File: src/pkg/rwn_regs.vh
/*
 Command opcodes, field positions and reset values for the RAM update
 window and nonvolatile control command interpreter.
 Assumes a host that frames bytes with a command/data select.
*/
`ifndef RWN_REGS_VH
`define RWN_REGS_VH
`define RWN_OP_WIN_SC      8'hF4
`define RWN_OP_WIN_SR      8'hF5
`define RWN_OP_WIN_EC      8'hF6
`define RWN_OP_WIN_ER      8'hF7
`define RWN_OP_WIN_EN_MASK 8'hFE
`define RWN_OP_WIN_EN      8'hF8
`define RWN_OP_NVM_CTL     8'hB8
`define RWN_OP_NVM_MASK    8'hB9
`define RWN_OP_DISP_MASK   8'hFE
`define RWN_OP_DISP        8'hAE
`define RWN_OP_AC_MASK     8'hF8
`define RWN_OP_AC          8'h88
`define RWN_OP_LC_MASK     8'hF8
`define RWN_OP_LC          8'hC0
`define RWN_OP_BR_MASK     8'hFC
`define RWN_OP_BR          8'hE8
`define RWN_NVM_OP_LSB     0
`define RWN_NVM_OP_MSB     2
`define RWN_NVM_EN_BIT     3
`define RWN_NVM_VALID_BIT  4
`define RWN_NVM_TEST_BIT   5
`define RWN_NVM_OP_IDLE    3'h0
`define RWN_NVM_OP_READ    3'h1
`define RWN_NVM_OP_ERASE   3'h2
`define RWN_NVM_OP_PROG    3'h3
`define RWN_AC_WRAP_BIT    0
`define RWN_AC_ORDER_BIT   1
`define RWN_AC_ROWDIR_BIT  2
`define RWN_LC_MIRROR_BIT  1
`define RWN_BR_SEL_ZERO    2'h0
`define RWN_BR_SEL_TWO     2'h2
`define RWN_COL_TOP        7'h7F
`define RWN_COL_END_RST    5'h1F
`define RWN_ROW_END_RST    7'h7F
`define RWN_NVM_OP_CYCLES  8
`endif

File: src/core/rwn_addr_step.v
/*
 Window address stepper: next column/row for one data write.
 Assumes bounds already captured; purely combinational.
*/
`default_nettype none
module rwn_addr_step #(
  parameter CW = 5,
  parameter RW = 7
) (
  input  wire [CW-1:0] col,
  input  wire [RW-1:0] row,
  input  wire [CW-1:0] col_lo,
  input  wire [CW-1:0] col_hi,
  input  wire [RW-1:0] row_start,
  input  wire [RW-1:0] row_end,
  input  wire          row_dir,
  input  wire          order_vert,
  input  wire          wrap_adv,
  output reg  [CW-1:0] col_nxt,
  output reg  [RW-1:0] row_nxt
);
  wire          col_last = (col == col_hi);
  wire          row_last = (row == (row_dir ? row_start : row_end));
  wire [RW-1:0] row_first = row_dir ? row_end : row_start;
  wire [RW-1:0] row_step = row_dir ? row - 1'b1 : row + 1'b1;
  always @* begin
    col_nxt = col;
    row_nxt = row;
    if (order_vert) begin
      if (!row_last) begin
        row_nxt = row_step;
      end else begin
        row_nxt = row_first;
        if (wrap_adv) begin
          col_nxt = col_last ? col_lo : col + 1'b1;
        end
      end
    end else begin
      if (!col_last) begin
        col_nxt = col + 1'b1;
      end else begin
        col_nxt = col_lo;
        if (wrap_adv) begin
          row_nxt = row_last ? row_first : row_step;
        end
      end
    end
  end
endmodule
`default_nettype wire

File: src/core/rwn_cmd.v
/*
 Command interpreter for the RAM update window and nonvolatile control.
 Assumes host bytes arrive as a one-cycle strobe with command/data select,
 synchronous to sys_clk; NVM macro reports completion by nvm_done.
*/
// Behaviour
// - Two-byte command loads five-bit window start column.
// - Two-byte command loads seven-bit window start row.
// - Two-byte command loads five-bit window end column.
// - Two-byte command loads seven-bit window end row.
// - Single-byte command sets window enable from its low bit.
// - With window on, address stepping stays inside the bounds.
// - Wrap bit decides moving to next row or column at boundary.
// - Row direction bit zero: start to end; one: reversed.
// - Order bit one steps vertically, zero horizontally.
// - Mirror on maps column to 127 minus window column.
// - Nonvolatile control low three bits select idle/read/erase/program.
// - Nonvolatile enable clears itself when the operation completes.
// - Valid bit low makes the stored nonvolatile value ignored.
// - Mask, trims and timers act only while nonvolatile enable is one.
// - Display enable and nonvolatile enable are never both on.
// - Mask load; mask ones program bits to one, zeros leave them.
// - First trim value applies to bias ratio setting zero.
// - Second trim value applies to bias ratio setting two.
// - Display enable command; clearing it idles drivers into sleep.
`default_nettype none
`include "rwn_regs.vh"
module rwn_cmd #(
  parameter NVM_W = 6,
  parameter PAR_W = 8
) (
  input  wire             sys_clk,
  input  wire             rst_n,
  input  wire             host_wr,
  input  wire             host_cd,
  input  wire [7:0]       host_byte,
  input  wire             nvm_done,
  input  wire [NVM_W-1:0] nvm_stored,
  output reg              window_enable_bit,
  output reg  [6:0]       column_address,
  output reg  [6:0]       row_address,
  output reg              display_enable_flag,
  output reg  [2:0]       nvm_op,
  output reg              nvm_start,
  output reg  [NVM_W-1:0] nvm_write_mask,
  output reg  [NVM_W-1:0] nvm_prog_bits,
  output reg  [NVM_W-1:0] nvm_value,
  output reg              nvm_test,
  output reg  [PAR_W-1:0] trim_pot_one,
  output reg  [PAR_W-1:0] trim_pot_two,
  output reg  [PAR_W-1:0] trim_pot_active,
  output reg  [PAR_W-1:0] nvm_write_timer,
  output reg  [PAR_W-1:0] nvm_read_timer
);
  localparam ST_OP  = 1'b0;
  localparam ST_PAR = 1'b1;
  reg        state_r;
  reg [7:0]  op_r;
  reg [4:0]  window_start_column;
  reg [6:0]  window_start_row;
  reg [4:0]  window_end_column;
  reg [6:0]  window_end_row;
  reg [5:0]  nvm_control;
  reg        wrap_advance_bit;
  reg        increment_order_bit;
  reg        row_direction_bit;
  reg        column_mirror_bit;
  reg [1:0]  bias_ratio_select;
  reg [4:0]  col_r;
  wire [4:0] col_nxt;
  wire [6:0] row_nxt;
  wire       cmd = host_wr & ~host_cd;
  wire       dat = host_wr & host_cd;
  wire       nvm_en = nvm_control[`RWN_NVM_EN_BIT];

  // Double-byte opcodes; window and trim/timer commands share four of them
  wire       op_sc     = (host_byte == `RWN_OP_WIN_SC);
  wire       op_sr     = (host_byte == `RWN_OP_WIN_SR);
  wire       op_ec     = (host_byte == `RWN_OP_WIN_EC);
  wire       op_er     = (host_byte == `RWN_OP_WIN_ER);
  wire       op_nctl   = (host_byte == `RWN_OP_NVM_CTL);
  wire       op_nmask  = (host_byte == `RWN_OP_NVM_MASK);
  wire       two_byte  = op_sc | op_sr | op_ec | op_er | op_nctl | op_nmask;

  // Single-byte groups, decoded by masked compare
  wire       op_win_en = ((host_byte & `RWN_OP_WIN_EN_MASK) == `RWN_OP_WIN_EN);
  wire       op_disp   = ((host_byte & `RWN_OP_DISP_MASK) == `RWN_OP_DISP);
  wire       op_ac     = ((host_byte & `RWN_OP_AC_MASK) == `RWN_OP_AC);
  wire       op_lc     = ((host_byte & `RWN_OP_LC_MASK) == `RWN_OP_LC);
  wire       op_br     = ((host_byte & `RWN_OP_BR_MASK) == `RWN_OP_BR);

  // Operation field decodes for the derived outputs
  wire [2:0] nvm_sel   = nvm_control[`RWN_NVM_OP_MSB:`RWN_NVM_OP_LSB];
  wire       is_prog   = (nvm_sel == `RWN_NVM_OP_PROG);

  // Window off means the full array, so stepping stays sane before setup
  wire [4:0] col_lo = window_enable_bit ? window_start_column : 5'h00;
  wire [4:0] col_hi = window_enable_bit ? window_end_column : `RWN_COL_END_RST;
  wire [6:0] row_s  = window_enable_bit ? window_start_row : 7'h00;
  wire [6:0] row_e  = window_enable_bit ? window_end_row : `RWN_ROW_END_RST;
  wire [6:0] col_ext = {2'h0, col_r};

  // Next-address logic kept apart so the stepping rules read on their own
  rwn_addr_step #(
    .CW (5),
    .RW (7)
  ) u_step (
    .col        (col_r),
    .row        (row_address),
    .col_lo     (col_lo),
    .col_hi     (col_hi),
    .row_start  (row_s),
    .row_end    (row_e),
    .row_dir    (row_direction_bit),
    .order_vert (increment_order_bit),
    .wrap_adv   (wrap_advance_bit),
    .col_nxt    (col_nxt),
    .row_nxt    (row_nxt)
  );
  // Parameter byte must be a command byte too; data writes do not consume it
  always @(posedge sys_clk or negedge rst_n) begin
    if (!rst_n) begin
      state_r             <= ST_OP;
      op_r                <= 8'h00;
      window_start_column <= 5'h00;
      window_start_row    <= 7'h00;
      window_end_column   <= `RWN_COL_END_RST;
      window_end_row      <= `RWN_ROW_END_RST;
      window_enable_bit   <= 1'b0;
      nvm_control         <= 6'h00;
      nvm_write_mask      <= {NVM_W{1'b0}};
      trim_pot_one        <= {PAR_W{1'b0}};
      trim_pot_two        <= {PAR_W{1'b0}};
      nvm_write_timer     <= {PAR_W{1'b0}};
      nvm_read_timer      <= {PAR_W{1'b0}};
      display_enable_flag <= 1'b0;
      wrap_advance_bit    <= 1'b0;
      increment_order_bit <= 1'b0;
      row_direction_bit   <= 1'b0;
      column_mirror_bit   <= 1'b0;
      bias_ratio_select   <= 2'h0;
      nvm_start           <= 1'b0;
      col_r               <= 5'h00;
      row_address         <= 7'h00;
    end else begin
      // Start is a single-cycle request to the nonvolatile macro
      nvm_start <= 1'b0;
      // Done clears enable; a control write in the same cycle wins below
      if (nvm_done && nvm_en) begin
        nvm_control[`RWN_NVM_EN_BIT] <= 1'b0;
      end
      case (state_r)
        ST_OP: begin
          if (cmd) begin
            op_r <= host_byte;
            if (two_byte) begin
              state_r <= ST_PAR;
            end else if (op_win_en) begin
              // Address restarts at the window corner on every enable write
              window_enable_bit <= host_byte[0];
              col_r             <= window_start_column;
              row_address       <= row_direction_bit ? window_end_row : window_start_row;
            end else if (op_disp) begin
              // Setting is refused during a nonvolatile operation; clearing never is
              if (!(host_byte[0] && nvm_en)) begin
                display_enable_flag <= host_byte[0];
              end
            end else if (op_ac) begin
              wrap_advance_bit    <= host_byte[`RWN_AC_WRAP_BIT];
              increment_order_bit <= host_byte[`RWN_AC_ORDER_BIT];
              row_direction_bit   <= host_byte[`RWN_AC_ROWDIR_BIT];
            end else if (op_lc) begin
              column_mirror_bit <= host_byte[`RWN_LC_MIRROR_BIT];
            end else if (op_br) begin
              bias_ratio_select <= host_byte[1:0];
            end
          end else if (dat) begin
            col_r       <= col_nxt;
            row_address <= row_nxt;
          end
        end
        ST_PAR: begin
          if (cmd) begin
            state_r <= ST_OP;
            // Shared opcodes: trims/timers win while nonvolatile enable is set
            case (op_r)
              `RWN_OP_WIN_SC: begin
                if (nvm_en) begin
                  trim_pot_one <= host_byte[PAR_W-1:0];
                end else begin
                  window_start_column <= host_byte[4:0];
                end
              end
              `RWN_OP_WIN_SR: begin
                if (nvm_en) begin
                  trim_pot_two <= host_byte[PAR_W-1:0];
                end else begin
                  window_start_row <= host_byte[6:0];
                end
              end
              `RWN_OP_WIN_EC: begin
                if (nvm_en) begin
                  nvm_write_timer <= host_byte[PAR_W-1:0];
                end else begin
                  window_end_column <= host_byte[4:0];
                end
              end
              `RWN_OP_WIN_ER: begin
                if (nvm_en) begin
                  nvm_read_timer <= host_byte[PAR_W-1:0];
                end else begin
                  window_end_row <= host_byte[6:0];
                end
              end
              `RWN_OP_NVM_CTL: begin
                nvm_control <= host_byte[5:0];
                if (display_enable_flag) begin
                  nvm_control[`RWN_NVM_EN_BIT] <= 1'b0;
                end else if (host_byte[`RWN_NVM_EN_BIT]) begin
                  nvm_start <= 1'b1;
                end
              end
              `RWN_OP_NVM_MASK: begin
                if (nvm_en) begin
                  nvm_write_mask <= host_byte[NVM_W-1:0];
                end
              end
              default: begin
              end
            endcase
          end
        end
        default: state_r <= ST_OP;
      endcase
    end
  end

  // Registered derived outputs, one edge behind the state they follow
  always @(posedge sys_clk or negedge rst_n) begin
    if (!rst_n) begin
      column_address  <= 7'h00;
      nvm_op          <= `RWN_NVM_OP_IDLE;
      nvm_prog_bits   <= {NVM_W{1'b0}};
      nvm_value       <= {NVM_W{1'b0}};
      nvm_test        <= 1'b0;
      trim_pot_active <= {PAR_W{1'b0}};
    end else begin
      // Mirror only remaps the address; stepping itself stays unmirrored
      if (column_mirror_bit) begin
        column_address <= `RWN_COL_TOP - col_ext;
      end else begin
        column_address <= col_ext;
      end
      if (nvm_en) begin
        nvm_op <= nvm_sel;
      end else begin
        nvm_op <= `RWN_NVM_OP_IDLE;
      end
      // Mask reaches the cells only during an enabled program operation
      if (nvm_en && is_prog) begin
        nvm_prog_bits <= nvm_write_mask;
      end else begin
        nvm_prog_bits <= {NVM_W{1'b0}};
      end
      if (nvm_control[`RWN_NVM_VALID_BIT]) begin
        nvm_value <= nvm_stored;
      end else begin
        nvm_value <= {NVM_W{1'b0}};
      end
      nvm_test <= nvm_control[`RWN_NVM_TEST_BIT];
      // Bias settings one and three have no trim of their own
      case (bias_ratio_select)
        `RWN_BR_SEL_ZERO: trim_pot_active <= trim_pot_one;
        `RWN_BR_SEL_TWO:  trim_pot_active <= trim_pot_two;
        default:          trim_pot_active <= {PAR_W{1'b0}};
      endcase
    end
  end

endmodule
`default_nettype wire

File: config.mk
export PLATFORM = sky130hd
export DESIGN_NAME = rwn_cmd
export DESIGN_NICKNAME = d
export VERILOG_FILES = /design/src/core/rwn_addr_step.v /design/src/core/rwn_cmd.v
export VERILOG_INCLUDE_DIRS = /design/src /design/src/pkg
export SDC_FILE = /design/constraint.sdc
export NUM_CORES = 1
export LEC_CHECK = 0
export ABC_AREA = 1
export BUFFER_PORTS_ARGS = -buffer_cell sky130_fd_sc_hd__buf_2
export CORE_MARGIN = 2
export CORE_UTILIZATION = 30
export CTS_CLUSTER_SIZE = 25
export DETAILED_ROUTE_END_ITERATION = 12
export PLACE_DENSITY_LB_ADDON = 0.15
export SLEW_MARGIN = 5
export SYNTH_ARGS = -nofsm -noshare
export SYNTH_HDL_FRONTEND = slang
export SYNTH_SLANG_ARGS = --single-unit
File: constraint.sdc
create_clock -name sys_clk -period 2.3 [get_ports sys_clk]
set_input_delay 0.23 -clock sys_clk [delete_from_list [all_inputs] [get_ports sys_clk]]
set_output_delay 0.23 -clock sys_clk [all_outputs]
set_load 0.1 [all_outputs]
* Yosys cells after proc, flatten, opt, wreduce, memory -nomap -nowiden
Index checks and enable logic that the tools add are counted.
W data, S select, Z words.
** Word-level totals
- Register bits after elaboration :: 129
- Input port bits :: 19
- Output and inout port bits :: 79
- Word-level logic and storage cells :: 142
** Cells by class
- $add $sub $neg :: 4
- Equal/unequal tests :: 25
- Multiplexer cells :: 43
- Bitwise operators :: 16
- Reductions and logical operators :: 25
** Operators with widths (count)
- $mux W7 :: 15
- $eq A8 B8 Y1 const B :: 12
- $mux W5 :: 10
- $reduce_and A4 Y1 :: 10
- $reduce_and A6 Y1 :: 4
- $pmux W8 S2 :: 1
- $eq A7 B7 Y1 const B :: 2
- $mux W4 :: 3
- $mux W6 :: 2
- $eq A5 B5 Y1 const B :: 2
- $mux W1 :: 10
- $not A1 Y1 :: 9
- $reduce_and A8 Y1 :: 1
- $add A7 B1 Y7 const B :: 1
- $eq A7 B7 Y1 :: 1
- $reduce_and A7 Y1 :: 1
- $sub A1 B6 Y7 const A :: 1
- $sub A7 B1 Y7 const B :: 1
- $eq A6 B6 Y1 const B :: 1
- $reduce_bool A3 Y1 :: 2
- $add A5 B1 Y5 const B :: 1
- $eq A5 B5 Y1 :: 1
- $or A1 B1 Y1 :: 5
- $eq A3 B2 Y1 const B :: 1
- other kinds (13) :: 16

* Longest topological paths before layout
- Depth in word-level cells :: 9
- Depth in mapped cells :: 14
- Depth with buffers taken out :: 12

* Cells and area by module
From an unflattened synthesis, not the netlist that was laid out.
** Second synthesis, totals
- Cells, all modules :: 790
- Area total of the unflattened synthesis :: 6496.2 µm²
** By module, submodules not included
- rwn_cmd :: instances 1, cells each 572, area an instance 5371.4 µm², sequential area each 3218.1 µm²
- rwn_addr_step :: instances 1, cells each 218, area an instance 1124.8 µm², sequential area each 0.0 µm²

* Worst setup path after synthesis
OpenSTA, ideal clock, no wires.
- Path type :: reg2reg
- From :: reg row_address[0]
- To :: reg row_address[6]
- Setup time :: 126 ps
- Arrival time :: 2313 ps
- Data required time :: 2174 ps
- Slack :: -139 ps
- Stages on the path, launching flop included :: 11
- Buffers on the path :: 0
- Period minus slack after synthesis :: 2439 ps
- Path through :: dfrtp_1 > inv_1 > fa_1 > o21ai_0 > nand3_1 > nand2_1 > nand2_1 > nand2_1 > nand2_1 > nand3_1 > a21oi_1
** On the way
- Longest elaborated chain between the ends :: 8
- Elaborated cells between the ends (all ways) :: 10
- Classes of those cells :: add/sub (2); eq/ne (1); mux (7)
** RTL lines
- start, declared :: RTL line rwn_cmd.v:41 : output reg [6:0] row_address,
- start signal, assigned :: RTL line rwn_cmd.v:162 : row_address <= row_direction_bit ? window_end_row : window_start_row;
- start signal, assigned :: RTL line rwn_cmd.v:179 : row_address <= row_nxt;
- $add A7 B1 Y7 or $sub A7 B1 Y7 (tied branches) :: RTL line rwn_addr_step.v:25 : wire [RW-1:0] row_step = row_dir ? row - 1'b1 : row + 1'b1;
- $mux W7 :: RTL line rwn_addr_step.v:25
- $mux W7 * :: RTL line rwn_addr_step.v:30, rwn_addr_step.v:44
- $mux W7 :: RTL line rwn_addr_step.v:43 : if (wrap_adv) begin
- $mux W7 :: RTL line rwn_addr_step.v:39 : if (!col_last) begin
- $mux W7 * :: RTL line rwn_addr_step.v:29 : if (order_vert) begin
- $mux W7 * :: RTL line rwn_cmd.v:177 : end else if (dat) begin
- $mux W7 * :: RTL line rwn_cmd.v:154 : if (cmd) begin
Mark *: on every way between the ends. The rest lies on a longest branch, timed or not. The select of a mux whose other input is x is not followed.
A chain may end at the register's enable or synchronous reset.

* Worst setup path in the final report
- From :: reg row_direction_bit
- To :: reg row_address[6]
** On the way
- Longest elaborated chain between the ends :: 8
- Elaborated cells between the ends (all ways) :: 13
- Classes of those cells :: eq/ne (1); mux (12)
** RTL lines
- start, declared :: RTL line rwn_cmd.v:66 : reg row_direction_bit;
- start signal, assigned :: RTL line rwn_cmd.v:171 : row_direction_bit <= host_byte[`RWN_AC_ROWDIR_BIT];
- $mux W7 :: RTL line rwn_addr_step.v:23 : wire row_last = (row == (row_dir ? row_start : row_end));
- $eq A7 B7 Y1 :: RTL line rwn_addr_step.v:23
- $mux W7 :: RTL line rwn_addr_step.v:30, rwn_addr_step.v:44
- $mux W7 :: RTL line rwn_addr_step.v:43
- $mux W7 :: RTL line rwn_addr_step.v:39
- $mux W7 :: RTL line rwn_addr_step.v:29
- $mux W7 :: RTL line rwn_cmd.v:177
- $mux W7 * :: RTL line rwn_cmd.v:154
Marks and branches as above.

==> reports/results.ini <==
[cells_and_area]
fin_area_um2 = 7610
stdcell_count = 1099
area_growth_pct = 25.8
fillCellCount = 2047
layout-drive-gt1-share = 0.221
antenna_cells = 0
num-nets-final = 847

[worst_setup_path]
cp-end-kind = register
path_max_fanout = 12
cp_cell_sequence = inv_4 > fa_1 > o21ai_0 > nand3_1 > nand2_1 > nand2_1 > nand2_1 > nand2_1 > nand3_1 > a21oi_1
path_common_cell = nand2_1
startpoint = row_direction_bit$_DFFE_PN0P_
crit_required_ns = 2.59
cpPeakStageDelay_ns = 0.55
critPathLaunchType = register
r2r-start = row_direction_bit$_DFFE_PN0P_
cpMaxStageDelayCell = dfrtp_1
arrival_ns = 2.31
crit_type = register to register

[route]
finalWirelength_um = 15900
drtIter0Drc = 241
wl_per_cell_um = 14.4
vias = 4926
drcViolationCount = 0
first_pass_iters = 5
vias_per_cell = 4.48
antenna_left = 0

[logic_synthesis]
yosysWarnings = 0
synthesis.area_um2 = 6050
synth_most_common_cell = nand2_1
synthCells = 713
synthArstFlopShare = 1.00
netlist.area_leader.share = 0.480
yosysSeqAreaShare = 0.532
ys_ff_latch = 128
synth.distinct_cells = 35
ys.flop_type = dfrtp_1
synth_edf_count = 0
synth_common_cells = 185 x nand2_1, 116 x dfrtp_1, 89 x o21ai_0, 72 x inv_1, 63 x nand3_1
synth_area_per_cell_um2 = 8.48
synth.net_count = 739
yosys.area.top_type = dfrtp_1
synth.area.top_cells = dfrtp_1 48%, nand2_1 11%, o21ai_0 7.4%, dfstp_2 5.2%, nand3_1 5.2%

[timing]
skew_ns = 0.00990
slew_headroom = 0.607
max_freq_mhz = 494
setup_tns_ns = 0
hold_viol = 0
whs_ns = 0.0205
worst_slack_ns = 0.276
tightest_slew_ns = 0.587
period_needed_ns = 2.02
rsz0062_at_grt = false
min_period_over_period = 0.880
drv_slew = 0
setup_viol = 0

[floorplan]
ios = 98
fp.dieH_um = 146
rows = 51
core_um2 = 19700
start_util = 0.308
die_w_um = 146
fp.dieArea_um2 = 21300

[clock_tree]
cts_resized = 0
cts_root_buf = clkbuf_16
h-tree-depth = 4
tritoncts = built
postCtsSetupRepairBufs = 0
clkSinkCount = 128
clkLatencyLatePin_ns = 0.41
cts_hold_buf = 5
cts_buffers = 17
cts_buffer_depth = 2
clk_pin_slew_ns = 0.06

[global_routing]
grt_antenna_before_repair = 1
grt_max_degree = 50
grt_pass1_vias = 4721
grt_pass1_wl_um = 25900
grt_overflow = 0
grtUsageTotal = 0.154

[power_and_ir_drop]
clkPwrFrac = 0.403
p_comb_frac = 0.262
power_density_nw_per_um2 = 1030
power.internal_w = 0.00512
worst_ir_drop_vdd_mv = 0.468
power.leakage_nw = 3.84
seq_power_share = 0.336
p_sw_frac = 0.345
p_sw_w = 0.00269

[min_path]
min_from = nvm_stored[5]
holdCritPathClass = input port to register

[status]
status = finished, final reports clean

[placement]
post-place-ws_ns = 0.314
dp.cells = 1062
place_congestion = 0.804
dpl.hpwl_um = 11300
place_area_um2 = 6860
io_buffers = 97

[job]
drv_cap = 0

[worst max-delay path, delay by kind of cell (launching register included)]
family | cells | cell delay [ns]
flip-flops | 1 | 0.55
adder cells (fa/ha/maj) | 1 | 0.43
AND/OR/NAND/NOR | 6 | 0.43
AO/OA/AOI/OAI | 2 | 0.34
buffers and inverters | 1 | 0.15
[per-layer routing]
layer | global-route usage | part of all wire
met1 | 0.214 | 0.49
met3 | 0.0433 | 0.044
met5 | 0 | 0.00082
met4 | 0.0335 | 0.0072
met2 | 0.240 | 0.46
[final cells by class]
| type | count | area, um^2 | share of cell area |
|---|---|---|---|
| flip-flops and latches | 128 | 3220 | 0.423 |
| clock inverters | 10 | 230 | 0.0303 |
| multi-input cells | 479 | 2380 | 0.313 |
| well taps | 265 | 332 | 0.0436 |
| clock buffers | 22 | 464 | 0.0610 |
| inverters | 76 | 288 | 0.0378 |
| repair buffers | 119 | 694 | 0.0913 |
[metrics by stage]
step           total power [W]   util
3_3_place_gp           0.00472  0.349
6_report               0.00782  0.387
4_1_cts                0.00791  0.387
2_1_floorplan          0.00427      -
5_1_grt                0.00822  0.387
3_5_place_dp           0.00471  0.349
[cells in the final DEF, fill, tap and decap left out, drive strengths merged, types with 2 or more instances in the layout]
cell type    instances
a21oi               27
buf                114
bufinv               7
clkbuf              22
clkinvlp             2
dfrtp              116
dfstp               12
dlygate4sd3          5
ha                   6
inv                 76
nand2              195
nand3               68
nand3b               4
nand4                5
nor2                33
nor3                 6
nor4                 3
o21ai              112
o31ai                2
xor2                13
[power groups by stage]
stage	clock, W	sequential, W	combinational (W)
floorplan	0	0.00328	0.000991
global placement	0	0.00267	0.00206
detailed placement	0	0.00266	0.00205
CTS	0.00323	0.00262	0.00206
global route	0.00333	0.00265	0.00224
finish	0.00315	0.00262	0.00204
[registers in the layout, summed over array words and instances, names as in the netlist, 3 cells and up]
name	flops
trim_pot_active	8
window_start_column	5
nvm_op	3
column_address	6
nvm_control	6
row_address	7
nvm_read_timer	8
nvm_write_timer	8
window_start_row	7
window_end_column	5
trim_pot_one	8
nvm_prog_bits	6
col_r	5
trim_pot_two	8
nvm_write_mask	6
op_r	8
nvm_value	6
window_end_row	7
[worst paths after layout]
kind	end	slack (ns)	cells past startpoint
max in group asynchronous	window_end_row[1]$_DFFE_PN1P_	1.31	3
worst min register to register	nvm_test$_DFF_PN0_	0.38	0
worst max-delay path	row_address[6]$_DFFE_PN0P_	0.28	10
min in group asynchronous	trim_pot_active[5]$_DFF_PN0_	0.31	2
worst min-delay path	nvm_value[5]$_DFF_PN0_	0.02	3
worst max register to register	row_address[6]$_DFFE_PN0P_	0.28	10
[cell families after synthesis]
| family | count (synthesis) | synth area share |
|---|---|---|
| DFF | 128 | 0.532 |
| buffers and inverters | 106 | 0.0749 |
| AOI/OAI and AO/OA | 141 | 0.118 |
| adders and majority gates | 7 | 0.0157 |
| xor gates and xnor gates | 14 | 0.0203 |
| and+or+nand+nor | 317 | 0.240 |
(Power assumes the default switching activity.)
